`src/hw/slice_cond_regs.svh`:
```
// Purpose: Register offsets, field positions and reset values of the slice condition block.
// Assumes: Word-aligned byte addresses on the plain register port.
// Notes: Definitions only.
`ifndef SLICE_COND_REGS_SVH
`define SLICE_COND_REGS_SVH

// ----------------------------------------------------------------------------
// Register offsets
// ----------------------------------------------------------------------------
`define REG_COND_CFG 8'h00
`define REG_SRC_SEL 8'h04
`define REG_IRQ_STATUS 8'h08
`define REG_IRQ_MASK 8'h0C
`define REG_MATCH_STATE 8'h10

// ----------------------------------------------------------------------------
// Field positions and reset values
// ----------------------------------------------------------------------------
`define SLICE5_COND_LSB 23
`define SLICE6_COND_LSB 26
`define COND_CFG_RESET 32'h00000000
`define SRC_SEL_RESET 32'h00000000
`define SRC_SEL_W 3

`endif

```
`src/hw/slice_cond_pkg.sv`:
```
// Purpose: Types shared by the slice condition block.
// Assumes: Three-bit condition codes.
// Notes: Codes follow the condition field encoding.
package slice_cond_pkg;
  typedef enum logic [2:0] {
    COND_HIGH = 3'h0,
    COND_STICKY_RISE = 3'h1,
    COND_STICKY_FALL = 3'h2,
    COND_STICKY_ANY = 3'h3,
    COND_LEVEL_HIGH = 3'h4,
    COND_LEVEL_LOW = 3'h5,
    COND_ZERO = 3'h6,
    COND_EVENT = 3'h7
  } cond_e;
endpackage

```
`src/hw/pattern_match_slice_condition.sv`:
```
// Purpose: Match condition logic for bit slices 5 and 6 of a pattern match engine.
// Assumes: Inputs synchronous to sys_clk; register port with read data one cycle later.
// Notes: Interrupt status bits are set by slice match rising edges.
// How it works
// - Slice 5 condition at bits 25:23, reset zero.
// - Slice 6 condition at bits 28:26, same encoding.
// - Code 0 always matches.
// - Code 1 sticky rising edge match.
// - Code 2 sticky falling edge match.
// - Code 3 sticky either edge match.
// - Only config or source writes clear stickies.
// - Code 4 matches on high input.
// - Code 5 matches on low input.
// - Code 6 never matches.
// - Code 7 non-sticky edge event match.
// - Event match lasts exactly one cycle.
//
// Our own choices: the plain strobed port and the register offsets.
`timescale 1ns/100ps
`include "slice_cond_regs.svh"

module pattern_match_slice_condition #(
  parameter int NUM_INPUTS = 8
) (
  input wire logic sys_clk, // System clock, 100 MHz.
  input wire logic rst, // Synchronous reset, active high.
  input wire logic [7:0] reg_addr, // Register byte address.
  input wire logic [31:0] reg_wdata, // Register write data.
  input wire logic reg_wr, // Write strobe.
  input wire logic reg_rd, // Read strobe.
  output logic [31:0] reg_rdata, // Read data, valid the cycle after the strobe.
  input wire logic [NUM_INPUTS-1:0] pin_in, // Candidate slice inputs.
  output logic slice5_match, // Slice 5 match contribution.
  output logic slice6_match, // Slice 6 match contribution.
  output logic irq // Level interrupt.
);

  // The three-bit source field can address at most eight inputs.
  if (NUM_INPUTS < 1 || NUM_INPUTS > 8) begin : g_bad_width
    $error("NUM_INPUTS must be between 1 and 8.");
  end

  // --------------------------------------------------------------------------
  // Registers
  // --------------------------------------------------------------------------
  logic [31:0] cfg_q;
  logic [31:0] src_q;
  logic [1:0] irq_status_q;
  logic [1:0] irq_mask_q;

  wire wr_cfg = reg_wr && (reg_addr == `REG_COND_CFG);
  wire wr_src = reg_wr && (reg_addr == `REG_SRC_SEL);
  wire wr_sts = reg_wr && (reg_addr == `REG_IRQ_STATUS);
  wire wr_msk = reg_wr && (reg_addr == `REG_IRQ_MASK);
  // Any write to either register clears the sticky edge flags of both slices.
  wire sticky_clr = wr_cfg || wr_src;

  wire [2:0] slice5_condition = cfg_q[`SLICE5_COND_LSB +: 3];
  wire [2:0] slice6_condition = cfg_q[`SLICE6_COND_LSB +: 3];
  wire [2:0] sel5 = src_q[3*5 +: 3];
  wire [2:0] sel6 = src_q[3*6 +: 3];

  function automatic logic pick(input logic [NUM_INPUTS-1:0] v, input logic [2:0] s);
    pick = (32'(s) < NUM_INPUTS) ? v[s] : 1'b0;
  endfunction

  // --------------------------------------------------------------------------
  // Sampling and edge detection
  // --------------------------------------------------------------------------
  logic in5_q, in6_q, prev5_q, prev6_q;
  logic rise5_q, fall5_q, rise6_q, fall6_q;
  logic ev5_q, ev6_q;

  wire in5_d = pick(pin_in, sel5);
  wire in6_d = pick(pin_in, sel6);
  wire r5 = in5_q && !prev5_q;
  wire f5 = !in5_q && prev5_q;
  wire r6 = in6_q && !prev6_q;
  wire f6 = !in6_q && prev6_q;

  always_ff @(posedge sys_clk) begin
    if (rst) begin
      in5_q <= 1'b0;
      in6_q <= 1'b0;
      prev5_q <= 1'b0;
      prev6_q <= 1'b0;
    end else begin
      in5_q <= in5_d;
      in6_q <= in6_d;
      prev5_q <= in5_q;
      prev6_q <= in6_q;
    end
  end

  // A clearing write and a fresh edge in the same cycle: the set wins, so no
  // input activity is ever lost to a register access.
  always_ff @(posedge sys_clk) begin
    if (rst) begin
      rise5_q <= 1'b0;
      fall5_q <= 1'b0;
      rise6_q <= 1'b0;
      fall6_q <= 1'b0;
    end else begin
      rise5_q <= (rise5_q && !sticky_clr) || r5;
      fall5_q <= (fall5_q && !sticky_clr) || f5;
      rise6_q <= (rise6_q && !sticky_clr) || r6;
      fall6_q <= (fall6_q && !sticky_clr) || f6;
    end
  end

  always_ff @(posedge sys_clk) begin
    if (rst) begin
      ev5_q <= 1'b0;
      ev6_q <= 1'b0;
    end else begin
      ev5_q <= r5 | f5;
      ev6_q <= r6 | f6;
    end
  end

  // --------------------------------------------------------------------------
  // Condition evaluation
  // --------------------------------------------------------------------------
  function automatic logic eval(input logic [2:0] c, input logic lvl, input logic rs,
                                input logic fs, input logic ev);
    case (slice_cond_pkg::cond_e'(c))
      slice_cond_pkg::COND_HIGH: eval = 1'b1;
      slice_cond_pkg::COND_STICKY_RISE: eval = rs;
      slice_cond_pkg::COND_STICKY_FALL: eval = fs;
      slice_cond_pkg::COND_STICKY_ANY: eval = rs | fs;
      slice_cond_pkg::COND_LEVEL_HIGH: eval = lvl;
      slice_cond_pkg::COND_LEVEL_LOW: eval = !lvl;
      slice_cond_pkg::COND_ZERO: eval = 1'b0;
      slice_cond_pkg::COND_EVENT: eval = ev;
      default: eval = 1'b0;
    endcase
  endfunction

  wire m5_d = eval(slice5_condition, in5_q, rise5_q, fall5_q, ev5_q);
  wire m6_d = eval(slice6_condition, in6_q, rise6_q, fall6_q, ev6_q);

  always_ff @(posedge sys_clk) begin
    if (rst) begin
      slice5_match <= 1'b0;
      slice6_match <= 1'b0;
    end else begin
      slice5_match <= m5_d;
      slice6_match <= m6_d;
    end
  end

  // --------------------------------------------------------------------------
  // Register file and interrupts
  // --------------------------------------------------------------------------
  wire [1:0] match_rise = {m6_d & !slice6_match, m5_d & !slice5_match};
  wire [1:0] sts_clr = wr_sts ? reg_wdata[1:0] : 2'b00;

  always_ff @(posedge sys_clk) begin
    if (rst) begin
      cfg_q <= `COND_CFG_RESET;
      src_q <= `SRC_SEL_RESET;
      irq_status_q <= 2'h0;
      irq_mask_q <= 2'h0;
      irq <= 1'b0;
    end else begin
      if (wr_cfg) cfg_q <= reg_wdata;
      if (wr_src) src_q <= reg_wdata;
      if (wr_msk) irq_mask_q <= reg_wdata[1:0];
      // Set wins over a same-cycle write-one clear.
      irq_status_q <= (irq_status_q & ~sts_clr) | match_rise;
      irq <= |(((irq_status_q & ~sts_clr) | match_rise) & irq_mask_q);
    end
  end

  logic [31:0] rdata_d;
  always_comb begin
    rdata_d = 32'h00000000;
    case (reg_addr)
      `REG_COND_CFG: rdata_d = cfg_q;
      `REG_SRC_SEL: rdata_d = src_q;
      `REG_IRQ_STATUS: rdata_d = {30'h0, irq_status_q};
      `REG_IRQ_MASK: rdata_d = {30'h0, irq_mask_q};
      `REG_MATCH_STATE: rdata_d = {24'h0, ev6_q, fall6_q, rise6_q, ev5_q, fall5_q, rise5_q,
                                   slice6_match, slice5_match};
      default: rdata_d = 32'h00000000;
    endcase
  end

  always_ff @(posedge sys_clk) begin
    if (rst) reg_rdata <= 32'h00000000;
    else reg_rdata <= reg_rd ? rdata_d : 32'h00000000;
  end
endmodule

```
`config.mk`:
```
export PLATFORM = sky130hd
export DESIGN_NAME = pattern_match_slice_condition
export DESIGN_NICKNAME = d
export VERILOG_FILES = /design/src/hw/slice_cond_pkg.sv /design/src/hw/pattern_match_slice_condition.sv
export VERILOG_INCLUDE_DIRS = /design/src /design/src/hw
export SDC_FILE = /design/constraint.sdc
export NUM_CORES = 1
export LEC_CHECK = 0
export ABC_AREA = 1
export BUFFER_PORTS_ARGS = -buffer_cell sky130_fd_sc_hd__buf_2
export CAP_MARGIN = 20
export CORE_MARGIN = 1
export CORE_UTILIZATION = 55
export CTS_BUF_LIST = sky130_fd_sc_hd__clkbuf_16
export DETAILED_ROUTE_END_ITERATION = 7
export PLACE_DENSITY = 0.8
export SLEW_MARGIN = 20
export SYNTH_ARGS = -nofsm -noshare
export SYNTH_HDL_FRONTEND = slang
export SYNTH_SLANG_ARGS = --single-unit
```
`constraint.sdc`:
```
create_clock -name sys_clk -period 3.2 [get_ports sys_clk]
set_input_delay 0.64 -clock sys_clk [delete_from_list [all_inputs] [get_ports sys_clk]]
set_output_delay 0.64 -clock sys_clk [all_outputs]
set_load 0.02 [all_outputs]
```
==> flow_metrics.py, run 1 <==
metrics = {
    "outcome": {
        "status": "finished, final reports clean",
    },
    "detailed_routing": {
        "post_drt_wl_per_cell_um": 14.1,
        "first_pass_iters": 5,
        "routed_wl_um": 11000,
        "ant_nets": 0,
        "drc": 0,
        "vias": 4214,
        "drt_iter0_drc": 340,
        "via_per_inst": 5.41,
    },
    "setup_path": {
        "end_kind": "register",
        "crit_chain": "buf_2 > nor2_4 > nand2_2 > nor2_4 > nand2_2 > inv_4 > nand2_2 > o21ai_0 > a21oi_1",
        "cp_common_cell": "nand2_2",
        "path_class": "in -> reg",
        "cpPeakStageDelay_ps": 420,
        "cp.required_ps": 3440,
        "worstPathMaxFanout": 39,
        "start_kind": "primary input",
        "arrival_ps": 2390,
        "cpMaxStageDelayCell": "nand2_2",
    },
    "place": {
        "dpl.cell_count": 748,
        "gp_congestion": 0.802,
        "io_buffers": 86,
        "dp_hpwl_um": 7040,
    },
    "global_routing": {
        "grt_pass1_wl_um": 18000,
        "first_global_vias": 4013,
        "antenna_found_initial": 0,
        "grt_max_degree": 47,
        "grt.total_usage_pct": 27.5,
        "gr-total-overflow": 0,
    },
    "logic_synthesis": {
        "muxShareOfSynthArea_pct": 0,
        "ys_top_cells_by_area": "dfxtp_1, nand2_1, a21oi_1",
        "async_reset_ff_share_pct": 0,
        "synthXorXnorAreaFrac_pct": 0,
        "ys_ff_latch": 113,
        "synth_cell_types": 24,
        "synth_fa_ha_area_share_pct": 1.13,
        "synth_edf_count": 0,
        "synth_compound_area_share_pct": 16.8,
        "synth_top_family_by_area": "simple AND/OR/NAND/NOR gates",
        "yosys.area.top_type_share_pct": 51.1,
        "synth_nets": 640,
        "ys.warnings.count": 0,
        "syn_area_per_cell_um2": 7.58,
        "syn_inst": 584,
        "synthSimpleGateAreaFrac_pct": 24.0,
        "synth_seq_area_share_pct": 51.1,
        "synth_top_cell_by_area": "dfxtp_1",
        "yosysMostFrequentCell": "nand2_1",
        "synth_ff_type": "dfxtp_1",
        "syn-cell-area_um2": 4430,
        "synthTopCellsByCount": "nand2_1, dfxtp_1, nor2_1, a21oi_1, o21ai_0",
    },
    "clock_network": {
        "clk_path_buf_depth": 2,
        "clockRootBuffer": "clkbuf_16",
        "cts_sinks": 113,
        "cts_setup_buffers": 0,
        "cts_tree": "done",
        "h-tree-depth": 4,
        "cts.clk_slew.worst_paths_ps": 50,
        "numCtsBuffers": 17,
        "post_cts_resize_count": 0,
        "clock_latency_ps": 400,
        "holdBufCountCts": 0,
    },
    "floorplan": {
        "ios": 87,
        "fp-row-count": 32,
        "fp.dieH_um": 91.7,
        "core_area_um2": 7770,
        "dieArea_um2": 8410,
        "start_util_pct": 57.0,
        "die_x_um": 91.7,
    },
    "timing": {
        "max_slew_margin_pct": 55.1,
        "skew_ps": 5.34,
        "period_needed_ps": 2150,
        "rsz0062_at_grt": "false",
        "fin_tns_setup_ps": 0,
        "setup_viol": 0,
        "timing.final.hold_violations": 0,
        "worstMarginPinSlew_ps": 671,
        "whs_ps": 460,
        "max_freq_mhz": 466,
        "finalCritPeriodShare_pct": 67.0,
        "slew_violations": 0,
    },
    "final_layout": {
        "final_nets": 721,
        "antenna_cells": 0,
        "final_core_util_pct": 70.0,
        "drive_gt1_share_pct": 19.9,
        "area_growth_pct": 22.8,
        "final_cells": 779,
    },
    "pwr": {
        "total_power_mw": 3.33,
        "peakVddDrop_uv": 424,
        "power_density_nw_per_um2": 613,
        "cellLeakagePower_nw": 2.20,
    },
    "flow_run": {
        "cap_violations": 0,
    },
    "hold_path": {
        "worstHoldPathType": "reg -> reg",
    },
}
-- critical path: cells and delay by family --
kind / cells / cell delay, ps
buffers and inverters: 2 / 300
AOI/OAI and AO/OA: 2 / 490
and+or+nand+nor: 5 / 950
-- metal layers --
layer | track usage (%) | wire length, um | up-vias
li1 | - | - | 2064
met1 | 32.5 | 4530 | 1924
met2 | 47.1 | 5530 | 210
met3 | 7.05 | 800 | 16
met4 | 12.0 | 121 | 0
met5 | 0 | 0 | -
-- cell type report --
class	instances	area, um2
fill	586	2330
sequential	113	2260
multi-input combinational	401	1850
timing repair buffer	93	483
clock buffer	17	425
inverter	39	149
clock inverter	14	133
tap	102	128
-- final timing paths --
kind               startpoint   endpoint  slack (ps)  cells past startpoint
setup / recovery  reg_addr[1]  cfg_q[24]        1050                      9
hold / removal      cfg_q[29]  cfg_q[29]         460                      2
setup reg to reg    cfg_q[27]        irq        1960                     10
hold reg to reg     cfg_q[29]  cfg_q[29]         460                      2
-- flip-flops by register name, summed over array words and instances (netlist names), 2 cells and up --
register / count
cfg_q: 32
irq_mask_q: 2
reg_rdata: 32
irq_status_q: 2
src_q: 32
-- cells in the final DEF (no fill, tap or decap) --
master,Yosys,layout
nor2_4,2,2
clkinv_1,1,7
nor2_2,1,1
o21a_1,2,2
o211ai_1,7,7
o21ai_0,55,55
bufinv_16,0,3
buf_4,3,7
inv_4,1,1
a21oi_2,9,9
nand2_2,4,4
a21oi_1,64,64
nand2_1,123,123
inv_2,4,4
clkinv_2,0,1
dfxtp_1,113,113
nor3_1,1,1
nand4_1,1,1
inv_1,33,37
buf_2,8,86
nand3_1,44,44
ha_1,4,4
nor2_1,84,84
clkbuf_16,0,17
-- report_power, final --
group	switching [mW]	internal, mW
clock	0.583	1.19
combinational	0.0824	0.0463
sequential	0.00972	1.42
-- cells by family (layout without fill, tap and decap cells) --
logic type / count (synthesis) / after routing
flip-flops: 113 / 113
AO/OA/AOI/OAI: 137 / 137
AND/OR/NAND/NOR: 260 / 260
adder cells (fa/ha/maj): 4 / 4
buffers and inverters: 70 / 163
-- metrics by stage --
stage	instance area [um2]	worst slack, ps
floorplan	4430	1490
global placement	4880	893
detailed placement	4880	727
CTS	5430	1070
global route	5430	881
finish	5430	1050
Power figures use the tool's default switching activity.
==> inputs of run 2 (changes only) <==
--- a/config.mk
+++ b/config.mk
@@ -10,10 +10,10 @@
 export BUFFER_PORTS_ARGS = -buffer_cell sky130_fd_sc_hd__buf_2
 export CAP_MARGIN = 20
 export CORE_MARGIN = 1
-export CORE_UTILIZATION = 55
+export CORE_UTILIZATION = 49
 export CTS_BUF_LIST = sky130_fd_sc_hd__clkbuf_16
 export DETAILED_ROUTE_END_ITERATION = 7
-export PLACE_DENSITY = 0.8
+export PLACE_DENSITY = 0.75
 export SLEW_MARGIN = 20
 export SYNTH_ARGS = -nofsm -noshare
 export SYNTH_HDL_FRONTEND = slang
==> constraint.sdc (replaced) <==
create_clock -name sys_clk -period 1.9 [get_ports sys_clk]
set_input_delay 0.38 -clock sys_clk [delete_from_list [all_inputs] [get_ports sys_clk]]
set_output_delay 0.38 -clock sys_clk [all_outputs]
set_load 0.02 [all_outputs]
==> flow_metrics.py, run 2 (same netlist as run 1, synthesis figures left out) <==
metrics = {
    "outcome": {
        "status": "finished, final reports clean",
    },
    "clock_network": {
        "clock_latency_ps": 410,
        "clk_path_buf_depth": 2,
        "clockRootBuffer": "clkbuf_16",
        "cts_setup_buffers": 0,
        "cts_sinks": 113,
        "h-tree-depth": 4,
        "cts_tree": "done",
        "cts.clk_slew.worst_paths_ps": 50,
        "numCtsBuffers": 17,
        "holdBufCountCts": 0,
        "post_cts_resize_count": 0,
    },
    "timing": {
        "max_freq_mhz": 733,
        "rsz0062_at_grt": "false",
        "timing.final.hold_violations": 0,
        "fin_tns_setup_ps": 0,
        "finalCritPeriodShare_pct": 71.8,
        "slew_violations": 0,
        "period_needed_ps": 1360,
        "skew_ps": 4.42,
        "worstMarginPinSlew_ps": 417,
        "setup_viol": 0,
        "max_slew_margin_pct": 72.2,
    },
    "setup_path": {
        "arrival_ps": 1720,
        "r2r_slack_ps": 750,
        "worstRegToRegCells": 10,
        "r2r-end": "irq",
        "cp.required_ps": 2250,
        "startpoint": "reg_addr[5]",
        "rr_startpoint": "cfg_q[24]",
        "start_kind": "primary input",
        "end_kind": "register",
        "worstPathMaxFanout": 30,
        "path_class": "in -> reg",
    },
    "pwr": {
        "peakVddDrop_uv": 481,
        "cellLeakagePower_nw": 2.25,
        "power_density_nw_per_um2": 1050,
    },
    "global_routing": {
        "grt_pass1_wl_um": 18800,
        "grt_max_degree": 39,
        "grt.total_usage_pct": 25.1,
        "gr-total-overflow": 0,
        "first_global_vias": 4094,
        "antenna_found_initial": 0,
    },
    "floorplan": {
        "start_util_pct": 50.7,
        "ios": 87,
        "fp-row-count": 34,
        "die_x_um": 97.0,
        "core_area_um2": 8720,
        "fp.dieH_um": 97.0,
        "dieArea_um2": 9420,
    },
    "final_layout": {
        "final_common_cell": "nand2_1",
        "finalInstanceArea_um2": 5550,
        "reg.largest.list": "cfg_q (32), reg_rdata (32), src_q (32)",
        "final_nets": 730,
        "antenna_cells": 0,
        "fill_cells": 730,
        "layout_common_cells": "nand2_1, dfxtp_1, buf_2",
        "area_growth_pct": 25.4,
        "drive_gt1_share_pct": 21.7,
    },
    "hold_path": {
        "min_from": "reg_wdata[25]",
        "worstHoldPathType": "in -> reg",
        "hold_depth": 3,
        "min_to": "src_q[25]",
    },
    "detailed_routing": {
        "vias": 4241,
        "routed_wl_um": 11300,
        "post_drt_wl_per_cell_um": 14.2,
        "ant_nets": 0,
        "via_per_inst": 5.33,
        "drc": 0,
        "drt_iter0_drc": 313,
        "first_pass_iters": 5,
    },
    "place": {
        "dp_hpwl_um": 7350,
        "placed_cell_area_um2": 4950,
        "gp_congestion": 0.861,
        "io_buffers": 86,
    },
    "flow_run": {
        "cap_violations": 0,
    },
}
==> run 2: cell types whose count changed in the layout (fill, tap and decap cells not counted), sizes merged <==
cell	change
buf	+9
bufinv	+1
clkinv	+2
inv	-3
clkinvlp	+1
==> run 2: worst max path at each step <==
| stage | slack [ps] | depth (start not counted) | to |
|---|---|---|---|
| 5_1_grt | 370 | 11 | reg_rdata[7] |
| 3_5_place_dp | 140 | 11 | reg_rdata[7] |
| 2_1_floorplan | 450 | 10 | cfg_q[23] |
| 4_1_cts | 540 | 11 | reg_rdata[7] |
| 6_report | 540 | 11 | reg_rdata[7] |
| 3_3_place_gp | 150 | 11 | reg_rdata[7] |
==> run 2: area by class of cell <==
class / instances / area [um2] / share of cell area [%]
Tap cell: 108 / 135 / 2.43
Timing Repair Buffer: 102 / 551 / 9.92
Multi-Input combinational cell: 401 / 1850 / 33.4
Inverter: 39 / 149 / 2.68
Sequential cell: 113 / 2260 / 40.8
Clock inverter: 15 / 174 / 3.13
Clock buffer: 17 / 425 / 7.66
==> run 2: metrics by stage <==
step	total power, mW	hold slack [ps]	std cells	setup slack (ps)	utilization [%]
floorplan	2.56	430	584	455	-
global placement	2.67	438	763	155	56.8
detailed placement	2.67	450	763	139	56.8
CTS	5.87	232	795	542	63.6
global route	6.01	256	795	373	63.6
finish	5.85	236	795	536	63.6
==> run 2: metal layers <==
layer / wire length [um] / vias up / GRT usage, % / part of all wire, %
li1: - / 2073 / - / -
met1: 4740 / 1973 / 30.1 / 42
met2: 5600 / 181 / 43.0 / 50
met3: 802 / 14 / 6.50 / 7.1
met4: 135 / 0 / 9.30 / 1.2
met5: 0 / - / 0 / 0
==> run 2: critical path: stages <==
cell,delay [ps]
buf_2,90
nor2_1,120
nand3_1,140
inv_2,120
nand2_2,110
inv_4,80
buf_4,300
nand2_1,90
o211ai_1,140
nand2_1,80
inv_1,60
==> run 2: power by group <==
| group | switching (mW) | total (mW) | internal [mW] |
|---|---|---|---|
| registers | 0.0159 | 2.41 | 2.39 |
| clock network | 1.06 | 3.22 | 2.15 |
| logic | 0.139 | 0.218 | 0.0796 |
| total | 1.22 | 5.85 | 4.63 |
